===== src/verilog/cgrb_pkg.sv =====
// Constants for the color white-balance gain register bank.
// Assumes a serial control slave outside that decodes host transfers into
// single-cycle register reads and writes on the sensor system clock.
package cgrb_pkg;
    localparam int CGRB_NUM_COLORS = 4;
    localparam int CGRB_CODE_W = 6;
    localparam int CGRB_GAIN_W = 19;

    // Register offsets; color index equals the offset
    localparam logic [7:0] CGRB_COLOR1_OFS = 8'h00;
    localparam logic [7:0] CGRB_COLOR2_OFS = 8'h01;
    localparam logic [7:0] CGRB_COLOR3_OFS = 8'h02;
    localparam logic [7:0] CGRB_COLOR4_OFS = 8'h03;
    // Mode register lives outside this bank
    localparam logic [7:0] CGRB_GAIN_MODE_OFS = 8'h22;

    localparam logic [5:0] CGRB_CODE_RESET = 6'h0e;
    localparam logic [7:0] CGRB_UNUSED_MASK = 8'hc0;

    typedef enum logic [1:0]
    {
        CGRB_RAW_GAIN_MODE = 2'h0,
        CGRB_FIRST_LINEAR_GAIN_MODE = 2'h1,
        CGRB_SECOND_LINEAR_GAIN_MODE = 2'h2
    } cgrb_gain_mode_e;

    // Gains are in units of 1e-5
    localparam logic [18:0] CGRB_GAIN_BASE = 19'h1_0f7c;
    localparam logic [18:0] CGRB_RAW_STEP = 19'h0_087f;
    localparam logic [18:0] CGRB_RAW_KNEE_BASE = 19'h2_0e5e;
    localparam logic [18:0] CGRB_LIN_STEP = 19'h0_10fe;
    localparam logic [18:0] CGRB_RAW_KNEE_CODE = 19'h0_001f;
    localparam logic [18:0] CGRB_GAIN_UNITY_RAW = 19'h1_866e;
    localparam logic [18:0] CGRB_GAIN_DEFAULT_FIRST_LINEAR_GAIN_MODE = 19'h1_fd60;
endpackage : cgrb_pkg

===== src/verilog/cgrb_bank.sv =====
// Four color white-balance gain code registers with gain evaluation.
// Assumes single-cycle read and write strobes from the serial control slave
// and a gain mode input held by the mode register outside this bank.
`timescale 1ns/100ps
module cgrb_bank
(
    input wire logic clk,
    input wire logic reset_n,
    input wire logic [7:0] reg_addr,
    input wire logic reg_wr_en,
    input wire logic [7:0] reg_wr_data,
    input wire logic reg_rd_en,
    input wire cgrb_pkg::cgrb_gain_mode_e gain_mode,
    output logic [7:0] reg_rd_data,
    output logic reg_rd_hit,
    output logic [5:0] first_color_code,
    output logic [5:0] second_color_code,
    output logic [5:0] third_color_code,
    output logic [5:0] fourth_color_code,
    output logic [18:0] first_color_gain,
    output logic [18:0] second_color_gain,
    output logic [18:0] third_color_gain,
    output logic [18:0] fourth_color_gain
);
    import cgrb_pkg::*;

    logic [5:0] code_reg [CGRB_NUM_COLORS];
    logic [18:0] gain_reg [CGRB_NUM_COLORS];
    logic [7:0] rd_data_reg;
    logic rd_data_next_hit;
    logic rd_hit_reg;
    wire logic addr_in_bank;
    wire logic [1:0] addr_idx;
    wire logic [7:0] rd_data_next;

    // Only the low two address bits select once the upper six are zero
    assign addr_in_bank = (reg_addr & ~8'h03) == CGRB_COLOR1_OFS;
    assign addr_idx = reg_addr[1:0];
    assign rd_data_next = addr_in_bank ?
        {2'h0, code_reg[addr_idx]} : 8'h00;
    assign rd_data_next_hit = reg_rd_en && addr_in_bank;

    genvar gi;
    generate
        for (gi = 0; gi < CGRB_NUM_COLORS; gi++)
        begin : g_color
            wire logic wr_hit;
            wire logic [18:0] code_w;
            wire logic [18:0] gain_raw;
            wire logic [18:0] gain_lin;
            wire logic [18:0] gain_next;

            assign wr_hit = reg_wr_en && addr_in_bank
                && addr_idx == 2'(gi);
            assign code_w = {13'h0000, code_reg[gi]};
            // Raw curve bends at code 32 to a steeper slope
            assign gain_raw = code_reg[gi][5] ?
                CGRB_RAW_KNEE_BASE
                    + CGRB_LIN_STEP * (code_w - CGRB_RAW_KNEE_CODE) :
                CGRB_GAIN_BASE + CGRB_RAW_STEP * code_w;
            assign gain_lin = CGRB_GAIN_BASE + CGRB_LIN_STEP * code_w;
            // Second linear mode only reshapes the exposure stage, so the
            // white-balance stage keeps the first linear curve there
            assign gain_next = (gain_mode == CGRB_RAW_GAIN_MODE) ?
                gain_raw : gain_lin;

            always_ff @(posedge clk)
            begin
                if (!reset_n)
                    code_reg[gi] <= CGRB_CODE_RESET;
                else if (wr_hit)
                    code_reg[gi] <= reg_wr_data[5:0];
            end

            // Reset gain matches the default code in the reset raw mode
            always_ff @(posedge clk)
            begin
                if (!reset_n)
                    gain_reg[gi] <= CGRB_GAIN_UNITY_RAW;
                else
                    gain_reg[gi] <= gain_next;
            end
        end
    endgenerate

    always_ff @(posedge clk)
    begin
        if (!reset_n)
        begin
            rd_data_reg <= 8'h00;
            rd_hit_reg <= 1'b0;
        end
        else
        begin
            rd_data_reg <= reg_rd_en ? rd_data_next : 8'h00;
            rd_hit_reg <= rd_data_next_hit;
        end
    end

    assign reg_rd_data = rd_data_reg;
    assign reg_rd_hit = rd_hit_reg;
    // Fixed color order of the filter array tile
    assign first_color_code = code_reg[0];
    assign second_color_code = code_reg[1];
    assign third_color_code = code_reg[2];
    assign fourth_color_code = code_reg[3];
    assign first_color_gain = gain_reg[0];
    assign second_color_gain = gain_reg[1];
    assign third_color_gain = gain_reg[2];
    assign fourth_color_gain = gain_reg[3];
endmodule : cgrb_bank


===== config.mk =====
export PLATFORM = sky130hd
export DESIGN_NAME = cgrb_bank
export DESIGN_NICKNAME = d
export VERILOG_FILES = /design/src/verilog/cgrb_pkg.sv /design/src/verilog/cgrb_bank.sv
export SDC_FILE = /design/constraint.sdc
export NUM_CORES = 1
export LEC_CHECK = 0
export BUFFER_PORTS_ARGS = -buffer_cell sky130_fd_sc_hd__clkbuf_2
export CORE_MARGIN = 10
export CORE_UTILIZATION = 40
export DETAILED_ROUTE_END_ITERATION = 6
export GPL_TIMING_DRIVEN = 0
export SLEW_MARGIN = 40
export SYNTH_ARGS = -nofsm -noshare
export SYNTH_HDL_FRONTEND = slang
export SYNTH_SLANG_ARGS = --single-unit

===== constraint.sdc =====
create_clock -name clk -period 18.7 [get_ports clk]
set_input_delay 0.935 -clock clk [delete_from_list [all_inputs] [get_ports clk]]
set_output_delay 0.935 -clock clk [all_outputs]
set_load 0.01 [all_outputs]

==> results of run 1 <==
-- kinds of logic after synthesis --
group | synth area share, %
mux | 1.73
fa+ha+maj | 40.2
compound gates | 16.2
flops | 10.0
xor+xnor | 12.4
other cells | 0.0158
simple gates | 11.7
buf+inv | 7.71
-- metal layers --
| layer | part of all wire (%) | wire length, um |
|---|---|---|
| met5 | 0.11 | 83 |
| met4 | 3.3 | 2380 |
| met3 | 7.3 | 5280 |
| met2 | 44 | 31900 |
| met1 | 45 | 32700 |
-- final cells by class --
| type | count | area, um2 | area share [%] |
|---|---|---|---|
| buffer | 75 | 313 | 1.21 |
| clock buffer | 11 | 254 | 0.984 |
| clock inverter | 5 | 32.5 | 0.126 |
| inverter | 410 | 1540 | 5.96 |
| multi-input combinational | 2144 | 19600 | 76.1 |
| sequential | 107 | 2380 | 9.23 |
| tap | 773 | 967 | 3.75 |
| timing repair buffer | 131 | 683 | 2.65 |
-- metrics by stage --
step / utilization, % / cell area [um2] / setup WS (ns) / hold WS (ns) / instances
final: 43.8 / 25800 / 10.73 / 0.940 / 3656
after global routing: 43.8 / 25800 / 10.33 / 0.938 / 3656
after CTS: 43.8 / 25800 / 10.79 / 0.924 / 3654
after detailed placement: 43.3 / 25500 / 10.83 / 1.13 / 3638
after global placement: 43.1 / 25400 / 10.05 / 1.11 / 3635
after floorplan: - / 23800 / 11.93 / 0.919 / 2736
-- how the worst max path moves through the flow --
stage | startpoint | end | slack (ns)
2_1_floorplan | code_reg[3][5] | gain_reg[3][18] | 11.93
3_3_place_gp | code_reg[3][5] | gain_reg[3][17] | 10.05
3_5_place_dp | code_reg[3][5] | gain_reg[3][17] | 10.83
4_1_cts | code_reg[3][5] | gain_reg[3][17] | 10.79
5_1_grt | code_reg[3][5] | gain_reg[3][17] | 10.33
6_report | code_reg[3][5] | gain_reg[3][17] | 10.73
-- layout by cell type, fill, tap and decap left out, types with 7 or more instances in the layout --
cell type and n:
a211oi_1 44, a21o_1 43, a21oi_1 122, a31oi_1 22, and2_1 23, and3_1 17, clkbuf_1 49, clkbuf_16 10
clkbuf_2 140, dfxtp_1 83, edfxtp_1 24, fa_1 212, ha_1 421, inv_1 406, mux2i_1 23, nand2_1 134
nand2b_1 22, nand3_1 40, nand3b_1 12, nor2_1 138, nor2b_1 30, nor3_1 49, nor3b_1 7, nor4_1 13
o211ai_1 46, o21a_1 26, o21ai_0 107, o21ai_1 23, o21bai_1 16, o31a_1 9, o31ai_1 9, or2_2 16
or3_1 27, or4_1 7, xnor2_1 229, xor2_1 106
-- synthesized netlist by cell type, types with 5 or more instances --
library cell	instances	area, um2
o211ai_1	46	345
and2_1	23	144
nor2b_1	30	188
xnor2_1	230	2010
mux2i_1	23	230
a31o_2	6	52.6
o21ai_0	109	546
a31oi_1	25	156
edfxtp_1	24	721
a211o_1	5	43.8
inv_1	406	1520
nor4_1	13	81.3
fa_1	212	4240
ha_1	421	5270
a2111oi_0	7	61.3
nand2_1	134	503
o31a_1	9	78.8
xor2_1	106	928
nand2b_1	22	138
and3_1	17	106
a211oi_1	44	330
a21o_1	43	323
mux4_2	6	135
or3_1	27	169
nand3b_1	12	90.1
a21oi_1	122	611
nor3_1	49	245
nand3_1	40	200
a22oi_1	6	45.0
buf_1	9	33.8
a311oi_1	5	43.8
clkbuf_1	61	229
dfxtp_1	83	1660
o22ai_1	6	37.5
o31ai_1	10	75.1
o32ai_1	5	43.8
nor2_1	139	522
o21ai_1	21	105
o21bai_1	16	120
or4_1	7	52.6
or2_2	16	100
o21a_1	26	195
nor3b_1	7	52.6
==> key figures, run 1 <==
Yosys
  • Mapped Area: 0.0238 mm2
  • Count of cell types in the netlist: 95
  • Top_reg_cell synth: dfxtp_1
  • Ys async rst share: 0%
  • Post-synth EDFFs: 24
  • Syn Area/Cell: 8.70 um2
  • Synthesized flop and latch total: 107
  • Cells after Synth: about 2700
  • Sequential area share after synthesis: between 10% and 20%
  • Yosys warnings: 0

Worst setup path
  • Worst EP required: 18.94 ns
  • CP arrival: 8.21 ns
  • Crit-path max cell delay: 0.64 ns
  • Startpoint types: register
  • Critical path buffers and inverters: 3
  • Reg-to-Reg Start: code_reg[3][5]
  • CP Max Fanout: 15
  • Crit-path cells: clkbuf_1 > clkinv_1 > ha_1 > a31oi_4 > ha_1 > xnor2_1 > fa_1 > fa_1 > fa_1 > inv_1 > ha_1 > a211oi_1 > o21ai_1 > a311oi_1 > o21bai_1 > xnor2_1 > nor4_1 > xnor2_1 > nor2_1 > o32ai_1
  • Worst reg-to-reg path cell count: 20
  • CP Class: reg2reg
  • Reg2Reg Setup Slack: 10.73 ns
  • Worst path slowest cell: clkinv_1
  • Top delay family on crit path: adder cells
  • FF-to-FF End: gain_reg[3][17]
  • Crit. End Element: register
  • Critical path depth in cells: 20

Route
  • Via Count: 20100
  • Via density: approximately 5.5
  • WL per Instance: 19.8 um
  • Initial DRC Count: 1716
  • Residual DRC count: 0
  • Routed wire length: just over 70000 um
  • Drt pass-1 iters: 6
  • ANT nets after route: 0

Global route
  • Initial antenna violation count: 2
  • First-pass GRT wire length: 112000 um
  • Tot GR Track Use: 20.3%
  • GRT Max-Usage Layer: met2
  • Vias in the first global route: 20000
  • Largest net degree at the start of global routing: 18
  • Met3 usage: 3.46%
  • Gr ovfl total: 0
  • GRT met1 Usage: 27.5%
  • GRT met2 Usage: 31.8%

Placement
  • PortBufs: 126
  • DP HPWL: 60000 um
  • Placer Congestion: approximately 0.94

STA
  • Final Max Slew Viols: 0
  • Finish-stage setup viols: 0
  • Tcrit/Tclk final: a little over two fifths
  • RSZ-0062 raised after global routing: false
  • Hold Fails Final Rpt: 0
  • Fmax achieved: 125 MHz
  • Min Clock Period, post-route: 7.97 ns
  • Total negative slack: 0 ns
  • Clk_skew: 0.0279 ns
  • Rel. slew slack: 40.6%
  • Worst Tran Pin Value: 0.889 ns

CTS
  • CTS H-Tree Depth: 3
  • Total CTS buffers: 9
  • CTS tree: done
  • Clk pin slew, worst setup/hold paths: roughly 0.09 ns
  • Worst-Skew Late Latency: between 0.4 and 0.5 ns
  • Resize count post-CTS: 0
  • CTS Root Cell: clkbuf_16
  • Cts hold-fix bufs: 0
  • Clock buffer depth: 2
  • Clk sinks: 107
  • Setup bufs post-CTS: 0

Cells and area
  • Ant diodes: 0
  • Max reg flops: 76
  • Fin nets: 3533
  • Layout cells sized above 1: 7.91%
  • P&R area growth vs syn: 8.61%
  • Filler cells: 5813

Worst hold path
  • Worst Hold Class: in2reg
  • HP Start: reg_wr_data[5]
  • Hold EP: code_reg[1][5]
  • Hold path cells: 2

Floorplanning
  • Initial Util: roughly two fifths
  • Die Y: between 200 and 300 um
  • # rows: 89
  • Die X: 264 um
  • Core box area: 0.0589 mm2
  • Die area: 0.0696 mm2
  • # IOs: roughly 130

Run status
  • Outcome: completed

Run
  • Max Cap Viol: 0
Power of run 1 is left out: the tool's default activity adds up to more than one toggle a clock period on the data nets, which glitch-free logic cannot reach.
==> run 2, diff against run 1 <==
- clock period: 18.7 -> 6.78 ns (I/O delays scaled with it)
==> key figures, run 2 (same netlist as run 1, synthesis figures left out) <==
Run status
  • Outcome: completed

Floorplanning
  • Die Y: 264 um (unchanged)
  • Core box area: 0.0589 mm2 (unchanged)
  • # IOs: 131 (unchanged)
  • Die X: 264 um (unchanged)
  • Die area: 0.0696 mm2 (unchanged)
  • # rows: 89 (unchanged)
  • Initial Util: 40.3% (unchanged)

Cells and area
  • Fin area: 0.0267 mm2 (+3.4%)
  • Fin nets: 3595 (+1.8%)
  • Commonest non-fill, non-tap cell in the layout: ha_1
  • P&R area growth vs syn: 12.4%
  • Max reg flops: 76 (unchanged)
  • Layout cells sized above 1: 12.0% (+4.0 points)
  • Commonest cells after routing, fill and taps aside: ha_1 (414), inv_1 (403), xnor2_1 (216), fa_1 (212), clkbuf_2 (148)
  • Post-route insts no fill: 3719 (+1.7%)

STA
  • Tcrit/Tclk final: 96.5% (+54 points)
  • Hold Fails Final Rpt: 0 (unchanged)
  • Total negative slack: 0 ns (unchanged)
  • Worst Tran Pin Value: 0.874 ns (-0.0147 ns)
  • Rel. slew slack: 41.6% (+0.98 points)
  • Clk_skew: 0.0265 ns (-0.00147 ns)
  • Min Clock Period, post-route: 6.54 ns (-1.43 ns)
  • Hold_ws: 0.359 ns (-0.581 ns)
  • Fmax achieved: 153 MHz (+22%)
  • Final Max Slew Viols: 0 (unchanged)
  • Finish-stage setup viols: 0 (unchanged)

CTS
  • Worst-Skew Late Latency: 0.41 ns (about the same)
  • CTS Root Cell: clkbuf_16
  • CTS tree: done
  • CTS H-Tree Depth: 3 (unchanged)
  • Total CTS buffers: 9 (unchanged)
  • Clock buffer depth: 2 (unchanged)
  • Clk sinks: 107 (unchanged)
  • Clk pin slew, worst setup/hold paths: 0.09 ns (about the same)

Worst setup path
  • CP arrival: 6.81 ns (-1.40 ns)
  • CP Max Fanout: 8 (-7)
  • Reg2Reg Setup Slack: 0.24 ns (-10.49 ns)
  • Startpoint types: register
  • Worst EP required: 7.05 ns (-11.89 ns)
  • Crit. End Element: register
  • CP Class: reg2reg

Global route
  • First-pass GRT wire length: 114000 um (+1.7%)
  • Gr ovfl total: 0 (unchanged)
  • Initial antenna violation count: 3 (+1)
  • Largest net degree at the start of global routing: 18 (unchanged)
  • Vias in the first global route: 20400 (+1.7%)
  • Tot GR Track Use: 20.7% (+0.37 points)

Route
  • Drt pass-1 iters: 6 (unchanged)
  • Routed wire length: 74400 um (+2.8%)
  • Via Count: 20500 (+2.2%)
  • Initial DRC Count: 1786 (+4.1%)
  • Via density: 5.51 (+0.43%)
  • WL per Instance: 20.0 um (+1.1%)
  • Residual DRC count: 0 (unchanged)
  • ANT nets after route: 0 (unchanged)

Placement
  • PortBufs: 126 (unchanged)
  • DP HPWL: 60000 um (unchanged)
  • Placer Congestion: 0.938 (unchanged)
  • Area after DPL: 0.0255 mm2 (unchanged)
  • Placed insts: 3638 (unchanged)

Run
  • Max Cap Viol: 0 (unchanged)

Worst hold path
  • Worst Hold Class: in2reg
## run 2: layer usage
metal / part of all wire [%] / up-vias / track usage, % / routed length, um
li1: - / 9725 / - / -
met1: 44 / 9883 / 27.8 / 33000
met2: 44 / 759 / 32.6 / 32800
met3: 7.8 / 125 / 3.57 / 5780
met4: 3.6 / 6 / 7.55 / 2680
met5: 0.15 / - / 0.923 / 109
## run 2: metrics by stage
| stage | utilization [%] | setup WS (ns) |
|---|---|---|
| global placement | 43.1 | -1.87 |
| finish | 45.3 | 0.235 |
| detailed placement | 43.3 | -1.09 |
| global route | 45.3 | -0.0157 |
| floorplan | - | 0.00542 |
| CTS | 44.6 | 0.00244 |
## run 2: final timing paths
check,start,end,depth (start not counted)
max,code_reg[2][4],gain_reg[2][17],20
min,reg_wr_data[5],code_reg[1][5],2
max reg2reg,code_reg[2][4],gain_reg[2][17],20
min reg2reg,code_reg[3][0],gain_reg[3][0],3
## run 2: what timing repair did
action                     CTS  global route
setup endpoints to repair   37            23
pin swaps                    3             3
resized for setup           25            61
buffers inserted            51            15
cloned                       0             0
hold buffers                 0             0
## run 2: critical path: stages (launching register included)
cell and delay, ns:
edfxtp_1 0.69, ha_1 0.41, nand3_1 0.17, xnor2_2 0.39, ha_1 0.32, ha_1 0.34, ha_1 0.31, fa_1 0.54
inv_1 0.05, fa_1 0.54, inv_1 0.05, ha_1 0.38, a2111oi_2 0.40, o21ai_0 0.21, and2_1 0.20, a211oi_1 0.33
xnor2_1 0.23, and4b_1 0.25, xnor2_1 0.14, o21ai_1 0.11, a211oi_2 0.34
## run 2: cell type report
cell class                      instances  area (um2)
Sequential cell                       107        2380
Fill cell                            5728       32200
Antenna cell                            1        2.50
Tap cell                              773         967
Buffer                                 73         323
Timing Repair Buffer                  195        1160
Multi-Input combinational cell       2144       20000
Clock inverter                          5        32.5
Inverter                              410        1550
Clock buffer                           11         254
Power of run 2 is left out for the same reason.
